### src/design/uab_pkg.sv
//------------------------------------------------------------------------------
// Purpose: shared constants and types of the receive supervision block
// Assumes: 8-bit register port, one clock, synchronous active-high reset
// Notes:   offsets are used by the top and the bench, field positions by the top only
//------------------------------------------------------------------------------
package uab_pkg;

	//--------------------------------------------------------------------------
	// register port
	//--------------------------------------------------------------------------
	localparam int ADDR_W = 3;
	localparam int DATA_W = 8;

	localparam logic [ADDR_W-1:0] REG_CTRL = 3'h0;
	localparam logic [ADDR_W-1:0] REG_STAT = 3'h1;
	localparam logic [ADDR_W-1:0] REG_DATA = 3'h2;
	localparam logic [ADDR_W-1:0] REG_DIVL = 3'h3;
	localparam logic [ADDR_W-1:0] REG_DIVH = 3'h4;

	//--------------------------------------------------------------------------
	// field positions
	//--------------------------------------------------------------------------
	localparam int CTL_DET_EN  = 0;
	localparam int CTL_WAKE_EN = 1;
	localparam int CTL_IDLE    = 6;
	localparam int CTL_OVF     = 7;
	localparam int STA_IRQ     = 0;
	localparam int STA_IDLE  = 1;

	//--------------------------------------------------------------------------
	// reset values and counts
	//--------------------------------------------------------------------------
	localparam logic [15:0]       DIV_RST    = 16'h0003;
	localparam logic [7:0]        DATA_RST   = 8'h00;
	localparam logic [7:0]        SYNC_DATA  = 8'h55;
	localparam logic [DATA_W-1:0] RD_UNMAP   = 8'h00;
	localparam logic [2:0]        AB_RISES   = 3'h5;
	localparam int                AB_SHIFT   = 3;
	localparam logic [3:0]        BIT_START  = 4'h0;
	localparam logic [3:0]        BIT_STOP   = 4'h9;

	//--------------------------------------------------------------------------
	// types
	//--------------------------------------------------------------------------
	typedef struct packed {
		logic [ADDR_W-1:0] addr;
		logic [DATA_W-1:0] wdata;
		logic              wr;
		logic              rd;
	} uab_req_t;

	typedef struct packed {
		logic rise;
		logic fall;
	} uab_edges_t;

	typedef enum logic [2:0] {
		ST_IDLE,
		ST_AB_WAIT,
		ST_AB_COUNT,
		ST_RX,
		ST_WAKE_LOW
	} uab_state_t;

endpackage

### src/design/uab_cnt.sv
//------------------------------------------------------------------------------
// Purpose: free counter that wraps and reports the wrap
// Assumes: clr has priority over en
// Notes:   keeps counting after a wrap
//------------------------------------------------------------------------------
`timescale 1ns/1ps
`default_nettype none

module uab_cnt #(
	parameter int W = 16
) (
	// clock and reset
	input  wire logic         clk,
	input  wire logic         reset,
	// control
	input  wire logic         clr,
	input  wire logic         en,
	// state
	output logic [W-1:0]      count,
	output logic              wrap
);

	logic [W-1:0] count_ff;
	logic [W-1:0] nxt_count;

	always_comb begin
		nxt_count = count_ff;
		if (clr) begin
			nxt_count = '0;
		end else if (en) begin
			nxt_count = count_ff + {{(W-1){1'b0}}, 1'b1};
		end
	end

	always_ff @(posedge clk) begin
		if (reset) begin
			count_ff <= '0;
		end else begin
			count_ff <= nxt_count;
		end
	end

	assign count = count_ff;
	assign wrap  = ~clr & en & (&count_ff);

endmodule // uab_cnt

`default_nettype wire

### src/design/uab_edge.sv
//------------------------------------------------------------------------------
// Purpose: edge detector on the receive line
// Assumes: line already synchronous to clk
// Notes:   line idles high, so the history resets high
//------------------------------------------------------------------------------
`timescale 1ns/1ps
`default_nettype none

module uab_edge (
	// clock and reset
	input  wire logic                clk,
	input  wire logic                reset,
	// line
	input  wire logic                line,
	// edges, one-cycle pulses
	output uab_pkg::uab_edges_t      edges
);

	logic prev_ff;
	logic nxt_prev;

	always_comb begin
		nxt_prev = line;
	end

	always_ff @(posedge clk) begin
		if (reset) begin
			prev_ff <= 1'b1;
		end else begin
			prev_ff <= nxt_prev;
		end
	end

	assign edges.rise = line & ~prev_ff;
	assign edges.fall = ~line & prev_ff;

endmodule // uab_edge

`default_nettype wire

### src/design/uab_rx_super.sv
//------------------------------------------------------------------------------
// Purpose: receive supervision: automatic baud detection with overflow,
//          wake on break, and a minimal 8N1 receiver for normal operation
// Assumes: receive_line and sleep_mode synchronous to clk
// Notes:   register read data appear the cycle after the read strobe
//------------------------------------------------------------------------------
// Functional notes
// - Set overflow flag if 16-bit baud counter wraps before fifth rising edge.
// - A baud counter overflow also sets the receive interrupt flag.
// - After overflow the baud counter keeps counting until the fifth rise.
// - Idle flag reads 0 during detection, set at the fifth rising edge.
// - Data read after overflow: fifth rising edge sets interrupt flag again.
// - Detect enable cleared early: remaining falling edges act as start bits.
// - In sleep the baud generator and normal reception stand still.
// - Wake on break works only in asynchronous mode.
// - Wake enable suspends normal reception; block idles watching for wake.
// - A wake event is a high-to-low transition on the receive line.
// - The wake event raises the receive interrupt flag.
// - Reading receive data clears the wake interrupt; software discards value.
// - Rising edge ending the break clears wake enable; block returns idle.
// - Non-zero character under wake enable: first low time is the wake event.
//------------------------------------------------------------------------------
`timescale 1ns/1ps
`default_nettype none

module uab_rx_super (
	// clock and reset
	input  wire logic                          clk,
	input  wire logic                          reset,
	// register port
	input  wire uab_pkg::uab_req_t             req,
	output logic [uab_pkg::DATA_W-1:0]         rdata,
	// serial line and mode
	input  wire logic                          receive_line,
	input  wire logic                          sync_mode,
	input  wire logic                          sleep_mode,
	// status
	output logic                               receive_irq_flag,
	output logic                               receive_idle_flag,
	output logic                               baud_detect_overflow_flag
);

	//--------------------------------------------------------------------------
	// state
	//--------------------------------------------------------------------------
	uab_pkg::uab_state_t          st_ff;
	uab_pkg::uab_state_t          nxt_st;
	logic                         det_en_ff;
	logic                         nxt_det_en;
	logic                         wake_en_ff;
	logic                         nxt_wake_en;
	logic                         ovf_ff;
	logic                         nxt_ovf;
	logic                         irq_ff;
	logic                         nxt_irq;
	logic                         idle_ff;
	logic                         nxt_idle;
	logic [15:0]                  div_ff;
	logic [15:0]                  nxt_div;
	logic [7:0]                   data_ff;
	logic [7:0]                   nxt_data;
	logic [7:0]                   shift_ff;
	logic [7:0]                   nxt_shift;
	logic [3:0]                   bit_ff;
	logic [3:0]                   nxt_bit;
	logic [15:0]                  tick_ff;
	logic [15:0]                  nxt_tick;
	logic [2:0]                   rises_ff;
	logic [2:0]                   nxt_rises;
	logic [uab_pkg::DATA_W-1:0]   rdata_ff;
	logic [uab_pkg::DATA_W-1:0]   nxt_rdata;

	//--------------------------------------------------------------------------
	// helpers
	//--------------------------------------------------------------------------
	uab_pkg::uab_edges_t edges;
	logic [15:0]         ab_count;
	logic                ab_wrap;
	logic                ab_clr;
	logic                ab_en;
	logic                wr_ctrl;
	logic                rd_data;
	logic                wake_ok;

	function automatic logic hit(input logic [uab_pkg::ADDR_W-1:0] a,
		input logic [uab_pkg::ADDR_W-1:0] r);
		hit = (a == r);
	endfunction

	assign wr_ctrl = req.wr & hit(req.addr, uab_pkg::REG_CTRL);
	assign rd_data = req.rd & hit(req.addr, uab_pkg::REG_DATA);
	assign wake_ok = wake_en_ff & ~sync_mode;

	uab_edge u_edge (
		.clk   (clk),
		.reset (reset),
		.line  (receive_line),
		.edges (edges)
	);

	// counter runs from the first rise, stands still in sleep
	assign ab_clr = (st_ff == uab_pkg::ST_AB_WAIT);
	assign ab_en  = (st_ff == uab_pkg::ST_AB_COUNT) & ~sleep_mode;

	uab_cnt #(
		.W (16)
	) u_ab_cnt (
		.clk   (clk),
		.reset (reset),
		.clr   (ab_clr),
		.en    (ab_en),
		.count (ab_count),
		.wrap  (ab_wrap)
	);

	//--------------------------------------------------------------------------
	// receive state machine
	//--------------------------------------------------------------------------
	always_comb begin
		nxt_st    = st_ff;
		nxt_shift = shift_ff;
		nxt_bit   = bit_ff;
		nxt_tick  = tick_ff;
		nxt_rises = rises_ff;
		nxt_data  = data_ff;
		nxt_div   = div_ff;
		nxt_det_en  = det_en_ff;
		nxt_wake_en = wake_en_ff;
		nxt_ovf     = ovf_ff;
		nxt_irq     = irq_ff;
		// software side first, hardware events below win
		if (wr_ctrl) begin
			nxt_det_en  = req.wdata[uab_pkg::CTL_DET_EN];
			nxt_wake_en = req.wdata[uab_pkg::CTL_WAKE_EN];
			if (!req.wdata[uab_pkg::CTL_OVF]) begin
				nxt_ovf = 1'b0;
			end
		end
		if (req.wr && hit(req.addr, uab_pkg::REG_DIVL)) begin
			nxt_div[7:0] = req.wdata;
		end
		if (req.wr && hit(req.addr, uab_pkg::REG_DIVH)) begin
			nxt_div[15:8] = req.wdata;
		end
		if (rd_data) begin
			nxt_irq = 1'b0;
		end
		case (st_ff)
			uab_pkg::ST_IDLE: begin
				if (wake_ok && edges.fall) begin
					nxt_irq = 1'b1;
					nxt_st   = uab_pkg::ST_WAKE_LOW;
				end else if (wake_ok || sleep_mode || sync_mode) begin
					nxt_st = uab_pkg::ST_IDLE;
				end else if (det_en_ff && edges.fall) begin
					nxt_st = uab_pkg::ST_AB_WAIT;
				end else if (!det_en_ff && edges.fall) begin
					nxt_tick = {1'b0, div_ff[15:1]};
					nxt_bit  = uab_pkg::BIT_START;
					nxt_st   = uab_pkg::ST_RX;
				end
			end
			uab_pkg::ST_AB_WAIT: begin
				if (!det_en_ff) begin
					nxt_st = uab_pkg::ST_IDLE;
				end else if (edges.rise && !sleep_mode) begin
					nxt_rises = 3'h1;
					nxt_st    = uab_pkg::ST_AB_COUNT;
				end
			end
			uab_pkg::ST_AB_COUNT: begin
				if (ab_wrap) begin
					nxt_ovf  = 1'b1;
					nxt_irq = 1'b1;
				end
				if (!det_en_ff) begin
					nxt_st = uab_pkg::ST_IDLE;
				end else if (edges.rise && !sleep_mode) begin
					nxt_rises = rises_ff + 3'h1;
					if (rises_ff + 3'h1 == uab_pkg::AB_RISES) begin
						// count lags this edge by one clock
						nxt_div    = ((ab_count + 16'h0001)
							>> uab_pkg::AB_SHIFT) - 16'h0001;
						nxt_data   = uab_pkg::SYNC_DATA;
						nxt_det_en = 1'b0;
						nxt_irq    = 1'b1;
						nxt_st    = uab_pkg::ST_IDLE;
					end
				end
			end
			uab_pkg::ST_RX: begin
				if (wake_ok) begin
					nxt_st = uab_pkg::ST_IDLE;
				end else if (!sleep_mode) begin
					if (tick_ff != 16'h0000) begin
						nxt_tick = tick_ff - 16'h0001;
					end else begin
						nxt_tick = div_ff;
						nxt_bit  = bit_ff + 4'h1;
						if (bit_ff == uab_pkg::BIT_START) begin
							if (receive_line) begin
								nxt_st = uab_pkg::ST_IDLE;
							end
						end else if (bit_ff == uab_pkg::BIT_STOP) begin
							nxt_data = shift_ff;
							nxt_irq  = 1'b1;
							nxt_st   = uab_pkg::ST_IDLE;
						end else begin
							nxt_shift = {receive_line, shift_ff[7:1]};
						end
					end
				end
			end
			uab_pkg::ST_WAKE_LOW: begin
				if (edges.rise) begin
					nxt_wake_en = 1'b0;
					nxt_st  = uab_pkg::ST_IDLE;
				end
			end
			default: begin
				nxt_st = uab_pkg::ST_IDLE;
			end
		endcase
		nxt_idle = (nxt_st == uab_pkg::ST_IDLE);
	end

	always_ff @(posedge clk) begin
		if (reset) begin
			st_ff    <= uab_pkg::ST_IDLE;
			shift_ff <= uab_pkg::DATA_RST;
			bit_ff   <= uab_pkg::BIT_START;
			tick_ff  <= 16'h0000;
			rises_ff <= 3'h0;
			data_ff  <= uab_pkg::DATA_RST;
			div_ff   <= uab_pkg::DIV_RST;
			det_en_ff  <= 1'b0;
			wake_en_ff <= 1'b0;
			ovf_ff     <= 1'b0;
			irq_ff     <= 1'b0;
			idle_ff  <= 1'b1;
		end else begin
			st_ff    <= nxt_st;
			shift_ff <= nxt_shift;
			bit_ff   <= nxt_bit;
			tick_ff  <= nxt_tick;
			rises_ff <= nxt_rises;
			data_ff  <= nxt_data;
			div_ff   <= nxt_div;
			det_en_ff  <= nxt_det_en;
			wake_en_ff <= nxt_wake_en;
			ovf_ff     <= nxt_ovf;
			irq_ff     <= nxt_irq;
			idle_ff  <= nxt_idle;
		end
	end

	//--------------------------------------------------------------------------
	// read port
	//--------------------------------------------------------------------------
	always_comb begin
		nxt_rdata = uab_pkg::RD_UNMAP;
		if (!req.rd) begin
			nxt_rdata = uab_pkg::RD_UNMAP;
		end else if (hit(req.addr, uab_pkg::REG_CTRL)) begin
			nxt_rdata[uab_pkg::CTL_DET_EN]  = det_en_ff;
			nxt_rdata[uab_pkg::CTL_WAKE_EN] = wake_en_ff;
			nxt_rdata[uab_pkg::CTL_IDLE]  = idle_ff;
			nxt_rdata[uab_pkg::CTL_OVF]   = ovf_ff;
		end else if (hit(req.addr, uab_pkg::REG_STAT)) begin
			nxt_rdata[uab_pkg::STA_IRQ]  = irq_ff;
			nxt_rdata[uab_pkg::STA_IDLE] = idle_ff;
		end else if (hit(req.addr, uab_pkg::REG_DATA)) begin
			nxt_rdata = data_ff;
		end else if (hit(req.addr, uab_pkg::REG_DIVL)) begin
			nxt_rdata = div_ff[7:0];
		end else if (hit(req.addr, uab_pkg::REG_DIVH)) begin
			nxt_rdata = div_ff[15:8];
		end
	end

	always_ff @(posedge clk) begin
		if (reset) begin
			rdata_ff <= uab_pkg::RD_UNMAP;
		end else begin
			rdata_ff <= nxt_rdata;
		end
	end

	assign rdata                     = rdata_ff;
	assign receive_irq_flag          = irq_ff;
	assign receive_idle_flag         = idle_ff;
	assign baud_detect_overflow_flag = ovf_ff;

endmodule // uab_rx_super

`default_nettype wire

### config.mk
export PLATFORM = sky130hd
export DESIGN_NAME = uab_rx_super
export DESIGN_NICKNAME = d
export VERILOG_FILES = /design/src/design/uab_pkg.sv /design/src/design/uab_cnt.sv /design/src/design/uab_edge.sv /design/src/design/uab_rx_super.sv
export SDC_FILE = /design/constraint.sdc
export NUM_CORES = 1
export LEC_CHECK = 0
export BUFFER_PORTS_ARGS = -buffer_cell sky130_fd_sc_hd__clkbuf_2
export CAP_MARGIN = 15
export CORE_MARGIN = 2
export CORE_UTILIZATION = 56
export DETAILED_ROUTE_END_ITERATION = 8
export PLACE_DENSITY = 0.77
export SYNTH_ARGS = -nofsm -noshare
export SYNTH_HDL_FRONTEND = slang
export SYNTH_SLANG_ARGS = --single-unit
### constraint.sdc
create_clock -name clk -period 2.05 [get_ports clk]
set_input_delay 0.205 -clock clk [delete_from_list [all_inputs] [get_ports clk]]
set_output_delay 0.205 -clock clk [all_outputs]
set_load 0.01 [all_outputs]
Word-level counts from Yosys, hierarchy flattened
Index checks and enable logic that the tools add are counted.
{"block": "classes", "addsub": 5, "eq_ne": 24, "n_mux": 84, "bitwise": 18, "n_reduce_logical": 27}
{"operator": "2-to-1 mux 16 bit", "count": 11}
{"operator": "2-to-1 mux 8 bit", "count": 13}
{"operator": "2-to-1 mux 3 bit", "count": 20}
{"operator": "case mux 16 bit (2 select lines)", "count": 1}
{"operator": "2-to-1 mux 4 bit", "count": 7}
{"operator": "!= test 2 bit, second input constant", "count": 12}
{"operator": "2-to-1 mux 1 bit", "count": 23}
{"operator": "adder 16 x 1 -> 16 bit, second input constant", "count": 1}
{"operator": "case mux 8 bit (2 select lines)", "count": 1}
{"operator": "AND reduction 16 bit", "count": 1}
{"operator": "nonzero test 16 bit", "count": 1}
{"operator": "subtractor 16 x 1 -> 16 bit, second input constant", "count": 1}
{"operator": "case mux 3 bit (5 select lines)", "count": 1}
{"operator": "subtractor 13 x 1 -> 14 bit, second input constant", "count": 1}
{"operator": "equality test 3 x 2 -> 1 bit, second input constant", "count": 4}
{"operator": "NOT 1 bit", "count": 10}
{"operator": "equality test 3 bit, second input constant", "count": 3}
{"operator": "zero test 3 bit", "count": 3}
{"operator": "AND reduction 9 bit", "count": 1}
{"operator": "AND 1 bit", "count": 8}
{"operator": "case mux 4 bit (2 select lines)", "count": 1}
{"operator": "AND reduction 8 bit", "count": 1}
{"operator": "AND reduction 7 bit", "count": 1}
{"operator": "equality test 3 x 1 -> 1 bit, second input constant", "count": 2}
{"operator": "other kinds (17)", "count": 30}
{"block": "word_totals", "regBits": 88, "inputBits": 18, "out_inout_bits": 11, "word_cells": 174}

Depth between registers and ports, before layout
Gate-level depths: netlist (run 1).
{"block": "logic_depth", "word_depth": 9, "ltp_mapped": 10, "ltp_nobuf": 8}

Modules after synthesis
A second synthesis (run 1) with hierarchy kept.
{"block": "hier_totals", "hier_cells": 630, "area_unflattened_um2": 5123.7}
{"mod": "uab_rx_super", "instances": 1, "cells_each": 544, "area_each_um2": 4354.2, "seq_area_each_um2": 1421.4}
{"mod": "uab_cnt", "instances": 1, "cells_each": 82, "area_each_um2": 729.4, "seq_area_each_um2": 320.3}
{"mod": "uab_edge", "instances": 1, "cells_each": 4, "area_each_um2": 40.0, "seq_area_each_um2": 20.0}

Least setup slack after synthesis (run 1)
No wires, ideal clock.
{"block": "synth_timing", "path_type": "register to register", "start": "register u_ab_cnt.count_ff[0] (netlist: u_ab_cnt.count[0])", "end": "register div_ff[11]", "setup_ps": 103, "arrival_time_ps": 2166, "required_time_ps": 1947, "setup_slack_ps": -220, "path_stages_with_launch": 9, "path_buffers": 1, "period_less_slack_ps": 2270, "path_cell_list": "dfxtp_1 ha_1 and3_1 clkbuf_1 nand4_1 a311o_1 a2111oi_2 nor4_1 a2111oi_2"}
{"block": "synth_via", "elab_chain_cells": 6}
{"element": "from (decl)", "line_no": "uab_cnt.sv:23", "text": "logic [W-1:0] count_ff;"}
{"element": "from (signal assigned)", "line_no": "uab_cnt.sv:39", "text": "count_ff <= nxt_count;"}
{"element": "adder 16 x 1 -> 16 bit", "line_no": "uab_rx_super.sv:182", "text": "nxt_div = ((ab_count + 16'h0001)"}
{"element": "subtractor 13 x 1 -> 14 bit", "line_no": "uab_rx_super.sv:183", "text": ">> uab_pkg::AB_SHIFT) - 16'h0001;"}
{"element": "2-to-1 mux 16 bit", "line_no": "uab_rx_super.sv:180", "text": "if (rises_ff + 3'h1 == uab_pkg::AB_RISES) begin"}
{"element": "2-to-1 mux 16 bit", "line_no": "uab_rx_super.sv:178", "text": "end else if (edges.rise && !sleep_mode) begin"}
{"element": "2-to-1 mux 16 bit", "line_no": "uab_rx_super.sv:176", "text": "if (!det_en_ff) begin"}
{"element": "2-to-1 mux 16 bit", "line_no": "uab_rx_super.sv:148", "text": "case (st_ff)"}
{"element": "to (signal assigned)", "line_no": "uab_rx_super.sv:235", "text": "div_ff <= uab_pkg::DIV_RST;"}
{"element": "to (signal assigned)", "line_no": "uab_rx_super.sv:248", "text": "div_ff <= nxt_div;"}
{"element": "to (decl)", "line_no": "uab_rx_super.sv:58", "text": "logic [15:0] div_ff;"}
Every way passes these cells.
A chain may end at the register's enable or synchronous reset.

Final worst setup path (run 1)
{"block": "layout_timing", "start": "register tick_ff[0]", "end": "register data_ff[7]"}
{"block": "layout_via", "elab_chain_cells": 3}
{"element": "from (decl)", "line_no": "uab_rx_super.sv:66", "text": "logic [15:0] tick_ff;"}
{"element": "from (signal assigned)", "line_no": "uab_rx_super.sv:245", "text": "tick_ff <= nxt_tick;"}
{"element": "nonzero test 16 bit", "line_no": "uab_rx_super.sv:195", "text": "if (tick_ff != 16'h0000) begin"}
{"element": "!= test 2 bit (no line)"}
{"element": "AND reduction 9 bit (no line)"}
{"element": "to (signal assigned)", "line_no": "uab_rx_super.sv:234", "text": "data_ff <= uab_pkg::DATA_RST;"}
{"element": "to (signal assigned)", "line_no": "uab_rx_super.sv:247", "text": "data_ff <= nxt_data;"}
{"element": "to (decl)", "line_no": "uab_rx_super.sv:60", "text": "logic [7:0] data_ff;"}
Every way passes these cells.

==> results of run 1 <==
-- stage by stage --
stage | area [um2] | worst slack, ns | total power [mW]
floorplan | 5510 | -0.0817 | 2.13
global placement | 6280 | -0.106 | 2.30
CTS | 6870 | -0.0760 | 3.73
detailed placement | 6280 | -0.187 | 2.31
global route | 7190 | -0.219 | 3.90
finish | 7190 | -0.155 | 3.77
-- state kept, by name (all words and copies together), names as in the netlist, 3 cells and up --
| name | cells |
|---|---|
| bit_ff | 4 |
| rdata | 8 |
| div_ff | 16 |
| rises_ff | 3 |
| st_ff | 3 |
| tick_ff | 16 |
| shift_ff | 8 |
| data_ff | 8 |
| u_ab_cnt.count | 16 |
-- cells in the mapped netlist, drive strengths merged (6+ instances only) --
master | number | area share
a211oi | 23 | 0.035
a21oi | 42 | 0.042
a311oi | 14 | 0.027
a31oi | 8 | 0.0093
and3 | 6 | 0.0069
buf | 19 | 0.021
clkbuf | 26 | 0.018
dfxtp | 88 | 0.33
ha | 9 | 0.021
inv | 16 | 0.011
mux2 | 8 | 0.017
mux2i | 20 | 0.037
nand2 | 54 | 0.038
nand2b | 9 | 0.010
nand3 | 27 | 0.027
nand4 | 12 | 0.015
nor2 | 82 | 0.060
nor2b | 10 | 0.012
nor3 | 23 | 0.024
nor3b | 7 | 0.0097
nor4 | 11 | 0.017
o211ai | 11 | 0.015
o21ai | 32 | 0.030
or3 | 10 | 0.012
xnor2 | 20 | 0.032
xor2 | 21 | 0.034
-- final cells by class --
type / count / area share
tap: 129 / 0.0224
timing repair buffer: 147 / 0.166
inverter: 16 / 0.00835
sequential: 88 / 0.249
clock buffer: 10 / 0.0191
clock inverter: 5 / 0.0113
multi-input combinational: 514 / 0.524
-- path summary, 6_finish.rpt --
check / cells past startpoint / start / endpoint / slack, ns
max reg2reg: 11 / tick_ff[0] / data_ff[7] / -0.16
min reg2reg: 2 / data_ff[5] / data_ff[5] / 0.49
min: 3 / req[1] / wake_en_ff / 0.16
max: 11 / tick_ff[0] / data_ff[7] / -0.16
-- what timing repair did --
item                       4_1_cts  5_1_grt
pin swaps                       22       20
gates resized for setup         44       55
setup buffers                   18       10
hold buffers                     0        0
cloned                           2        1
setup endpoints to repair       51       58
-- worst max-delay path: stages (launching register included) --
cell,delay [ns]
dfxtp_2,0.34
inv_2,0.08
ha_4,0.14
or3b_4,0.38
nor3_4,0.22
buf_6,0.14
nand3_4,0.11
a21oi_4,0.24
buf_12,0.14
buf_12,0.12
nand3_2,0.06
a21oi_1,0.15
-- logic make-up after synthesis --
kind of cell / Yosys count / synth area share
and+or+nand+nor: 274 / 0.268
AOI/OAI and AO/OA: 162 / 0.215
DFF: 88 / 0.326
buffers and inverters: 61 / 0.0502
xor gates and xnor gates: 41 / 0.0664
muxes: 28 / 0.0537
adders and majority gates: 9 / 0.0208
-- power groups by stage --
| stage | clock network [mW] | logic, mW | registers, mW |
|---|---|---|---|
| finish | 1.38 | 0.651 | 1.75 |
| floorplan | 0 | 0.341 | 1.79 |
| CTS | 1.37 | 0.610 | 1.75 |
| global route | 1.45 | 0.696 | 1.75 |
| detailed placement | 0 | 0.525 | 1.79 |
| global placement | 0 | 0.513 | 1.79 |
-- routing by layer --
layer	routed length, um	global-route usage
met5	0	0
met4	682	0.149
met3	1120	0.0568
met2	8280	0.567
met1	6250	0.367
==> out/metrics.cfg, run 1 <==
[drt]
avgViaCountPerCell=6.14
route.detailed.drc=0
detail-route-antenna-nets=0
vias=5581
drt_first_pass_iters=6
drt-wirelength-per-cell_um=18.0
drt-initial-drc-count=348
drt-total-wl_um=16300

[layout]
final_util=0.775
final_cell_mix=buf_4, nor2_1, dfxtp_1
final_common_cell=buf_4
multi_input_area_mm2=0.00377
nFillCells=615
drive_gt1_frac=0.351
fin_cells=909
nets=803
areaGrowthSynthToFinish_pct=33.1
antenna_cells=0
ff_latch_area_mm2=0.00179

[place]
place.gp.congestion=0.929
dp_hpwl_um=10900
dp.cells=863
port_buffers=28

[power_and_ir_drop]
p_per_area_mw_per_mm2=524
p_sw_frac=0.275
vdd_drop_max_mv=0.402
pwr-share-comb=0.172
power.share.sequential=0.463
p_leak_nw=2.71
p_switching_mw=1.04
p_clk_frac=0.365
internal_power_mw=2.73

[worst_setup_path]
worstPathArrival_ns=2.49
crit_type=reg -> reg
critPathRequiredTime_ns=2.33
cp-start-kind=register
worst-path-max-fanout=7
endpoint_kind=register

[timing]
slew_headroom=0.625
finalSetupViolCount=35
skew_ns=0.0154
finalCriticalPeriod_ns=2.21
final_max_slew_viol_count=0
finalHoldViolCount=0
period_share=1.08
finalWorstSetupSlack_ns=-0.155
max_freq_mhz=453
rsz0062_at_grt=yes
setup_tns_ns=-2.24
holdWs_ns=0.158
tightest_slew_ns=0.557

[yosys]
dominantRegCellSynth=dfxtp_1
avgSynthCellArea_um2=8.15
ys_ff_latch=88
postSynth.asyncResetShare=0
yosysSeqAreaShare=0.326
yosysWarnings=0
synth_edf_count=0
syn_inst=663
synth_nets=690
netlist_area_mm2=0.00541
synth_cell_types=77

[clock_tree]
cts_root_buf=clkbuf_8
clockBufferDepth=2
numCtsBuffers=9
cts_tree=yes
clock_latency_ns=0.37
h-tree-depth=3
cts.sinks=88
cts.clk_slew.worst_paths_ns=0.10

[die]
std_cell_rows=35
pin_count=29
die_y_um=102
dieArea_mm2=0.0105
die_w_um=102
design.core.area_mm2=0.00928
initial_utilization=0.582

[grt]
grt_pass1_wl_um=26100
grt_overflow=0
gr-usage-all-layers=0.317
antenna_found_initial=0
grt_max_degree=34
grt_pass1_vias=5546

[status]
status=complete, but fails checks
violations=setup timing

[hold_path]
hold_path.class=in -> reg

[job]
maxCapViolations=0

(Power assumes the default switching activity.)
==> inputs of run 2 (changes only) <==
--- a/config.mk
+++ b/config.mk
@@ -5,12 +5,12 @@
 export SDC_FILE = /design/constraint.sdc
 export NUM_CORES = 1
 export LEC_CHECK = 0
-export BUFFER_PORTS_ARGS = -buffer_cell sky130_fd_sc_hd__clkbuf_2
 export CAP_MARGIN = 15
 export CORE_MARGIN = 2
-export CORE_UTILIZATION = 56
+export CORE_UTILIZATION = 58
 export DETAILED_ROUTE_END_ITERATION = 8
-export PLACE_DENSITY = 0.77
+export DONT_BUFFER_PORTS = 1
+export PLACE_DENSITY = 0.76
 export SYNTH_ARGS = -nofsm -noshare
 export SYNTH_HDL_FRONTEND = slang
 export SYNTH_SLANG_ARGS = --single-unit
==> constraint.sdc (replaced) <==
create_clock -name clk -period 2.05 [get_ports clk]
set_input_delay 0.205 -clock clk [delete_from_list [all_inputs] [get_ports clk]]
set_output_delay 0.205 -clock clk [all_outputs]
set_load 0.005 [all_outputs]
==> run 2 against run 1 <==
- the run still ends with setup timing left
- power is 2.7% lower
- sequential power is essentially flat
- final cell count is 5.9% lower
- clock-buffer cell count shrank 1
- clock skew down 0.0058 ns
- core utilization about the same
- fmax down 2.0%
- critical path depth fell by 2
- routed wire length is 6.3% higher
- sequential share of layout area up 0.29 points
- non-clock buffer count fell by 37
- cell area decreased by 1.5%
==> out/metrics.cfg, run 2 (synthesis gave the netlist of run 1 again) <==
[status]
status=complete, but fails checks
violations=setup timing

[timing]
skew_ns=0.00956  ; -0.00583 ns
period_share=1.10  ; +0.0219
finalCriticalPeriod_ns=2.25  ; +0.0448 ns
rsz0062_at_grt=yes
finalHoldViolCount=0  ; unchanged
finalSetupViolCount=43  ; +23%
final_max_slew_viol_count=0  ; unchanged
max_freq_mhz=444  ; -2.0%
tightest_slew_ns=0.573  ; +0.0163 ns
finalWorstSetupSlack_ns=-0.200  ; -0.0448 ns
slew_headroom=0.617  ; -0.00720
holdWs_ns=0.00474  ; -0.153 ns

[place]
place.gp.congestion=0.976  ; +5.1%
dp_hpwl_um=10600  ; -2.8%
dp.cells=805  ; -6.7%
port_buffers=0  ; -100%

[grt]
grt_overflow=0  ; unchanged
grt_pass1_vias=5193  ; -6.4%
gr-usage-all-layers=0.317  ; about the same
grt_pass1_wl_um=25500  ; -2.4%
grt_max_degree=52  ; +53%
antenna_found_initial=0  ; unchanged

[die]
pin_count=29  ; unchanged
initial_utilization=0.591  ; +0.00836
dieArea_mm2=0.0101  ; -3.3%
die_y_um=101  ; -1.7%
design.core.area_mm2=0.00915  ; -1.4%
std_cell_rows=35  ; unchanged
die_w_um=101  ; -1.7%

[drt]
drt-wirelength-per-cell_um=20.3  ; +13%
drt-initial-drc-count=381  ; +9.5%
vias=5618  ; +0.66%
drt-total-wl_um=17400  ; +6.3%
avgViaCountPerCell=6.57  ; +7.0%
drt_first_pass_iters=6  ; unchanged
detail-route-antenna-nets=0  ; unchanged
route.detailed.drc=0  ; unchanged

[clock_tree]
cts.sinks=88  ; unchanged
cts.clk_slew.worst_paths_ns=0.10  ; about the same
numCtsBuffers=9  ; unchanged
clock_latency_ns=0.37  ; about the same
cts_tree=yes
clockBufferDepth=2  ; unchanged
cts_root_buf=clkbuf_8
h-tree-depth=3  ; unchanged

[layout]
nFillCells=550  ; -11%
drive_gt1_frac=0.333  ; -0.0179
fin_cells=855  ; -5.9%
final_cell_mix=buf_4, dfxtp_1, nor2_1
final_common_cell=buf_4
nets=766  ; -4.6%
antenna_cells=0  ; unchanged
areaGrowthSynthToFinish_pct=31.1

[power_and_ir_drop]
vdd_drop_max_mv=0.338  ; -16%
p_per_area_mw_per_mm2=518  ; -1.2%
p_leak_nw=2.56  ; -5.5%

[worst_setup_path]
endpoint_kind=register
worstPathArrival_ns=2.52  ; +0.03 ns
crit_path_frequent_cell=buf_4
worst-path-max-fanout=5  ; -2
cp_cell_sequence=ha_4, and3_4, nand4_1, a311o_1, buf_4, nor3_1, buf_4, a211oi_1, a311oi_1
cp-start-kind=register
crit_type=reg -> reg
crit_family=compound AO/OA/AOI/OAI gates
slowest_delay_ns=0.44  ; +0.06 ns
critPathRequiredTime_ns=2.32  ; about the same
crit_slowest_cell=a311o_1
path_buf_inv=2  ; -2

[hold_path]
hold_path.class=in -> reg

[job]
maxCapViolations=0  ; unchanged

[run 2: cell types whose count changed in the layout (fill, tap and decap cells not counted), moves of 3 or more]
| cell | change |
|---|---|
| nor2_1 | -3 |
| clkbuf_2 | -28 |
| clkbuf_16 | +3 |
| buf_4 | -13 |
[run 2: worst paths after layout]
check / endpoint / depth (start not counted) / slack, ns / startpoint
worst max-delay path: div_ff[12] / 9 / -0.20 / u_ab_cnt.count[1]
worst min-delay path: rdata[2] / 2 / 0.005 / req[11]
worst max register to register: div_ff[12] / 9 / -0.20 / u_ab_cnt.count[1]
worst min register to register: data_ff[3] / 2 / 0.49 / data_ff[3]
[run 2: repair_timing]
action,4_1_cts,5_1_grt
endpoints found under the hold margin,53,0
cloned,1,5
gates resized for setup,40,65
setup endpoints to repair,44,50
hold buffers,3,0
setup buffers,16,10
pin swaps,21,41
[run 2: stage by stage]
stage	util	power [mW]	worst slack, ns	setup TNS, ns	instance area [um2]
floorplan	-	2.12	-0.0817	-0.499	5510
global placement	0.657	2.22	-0.0883	-0.709	6020
detailed placement	0.657	2.23	-0.155	-2.62	6020
CTS	0.720	3.52	-0.0597	-0.305	6590
global route	0.774	3.79	-0.297	-7.39	7090
finish	0.774	3.67	-0.200	-4.00	7090
[run 2: power by group]
part	internal, mW	switching (mW)	total, mW	leakage (nW)
sequential	1.73	0.0247	1.75	0.718
combinational	0.319	0.348	0.667	1.74
clock	0.574	0.679	1.25	0.0968
total	2.62	1.05	3.67	2.56
[run 2: cell type report]
type | instances | area [um2] | share of cell area
Multi-Input combinational cell | 514 | 3830 | 0.541
Sequential cell | 88 | 1780 | 0.252
Timing Repair Buffer | 110 | 1070 | 0.151
Tap cell | 111 | 139 | 0.0196
Clock buffer | 9 | 124 | 0.0175
Clock inverter | 7 | 77.6 | 0.0109
Inverter | 16 | 60.1 | 0.00847
[run 2: layer usage]
metal	vias up	wire, um	GRT usage
li1	2578	-	-
met3	112	1380	0.0784
met5	-	0	0
met1	2614	6520	0.360
met4	0	1110	0.154
met2	314	8350	0.555
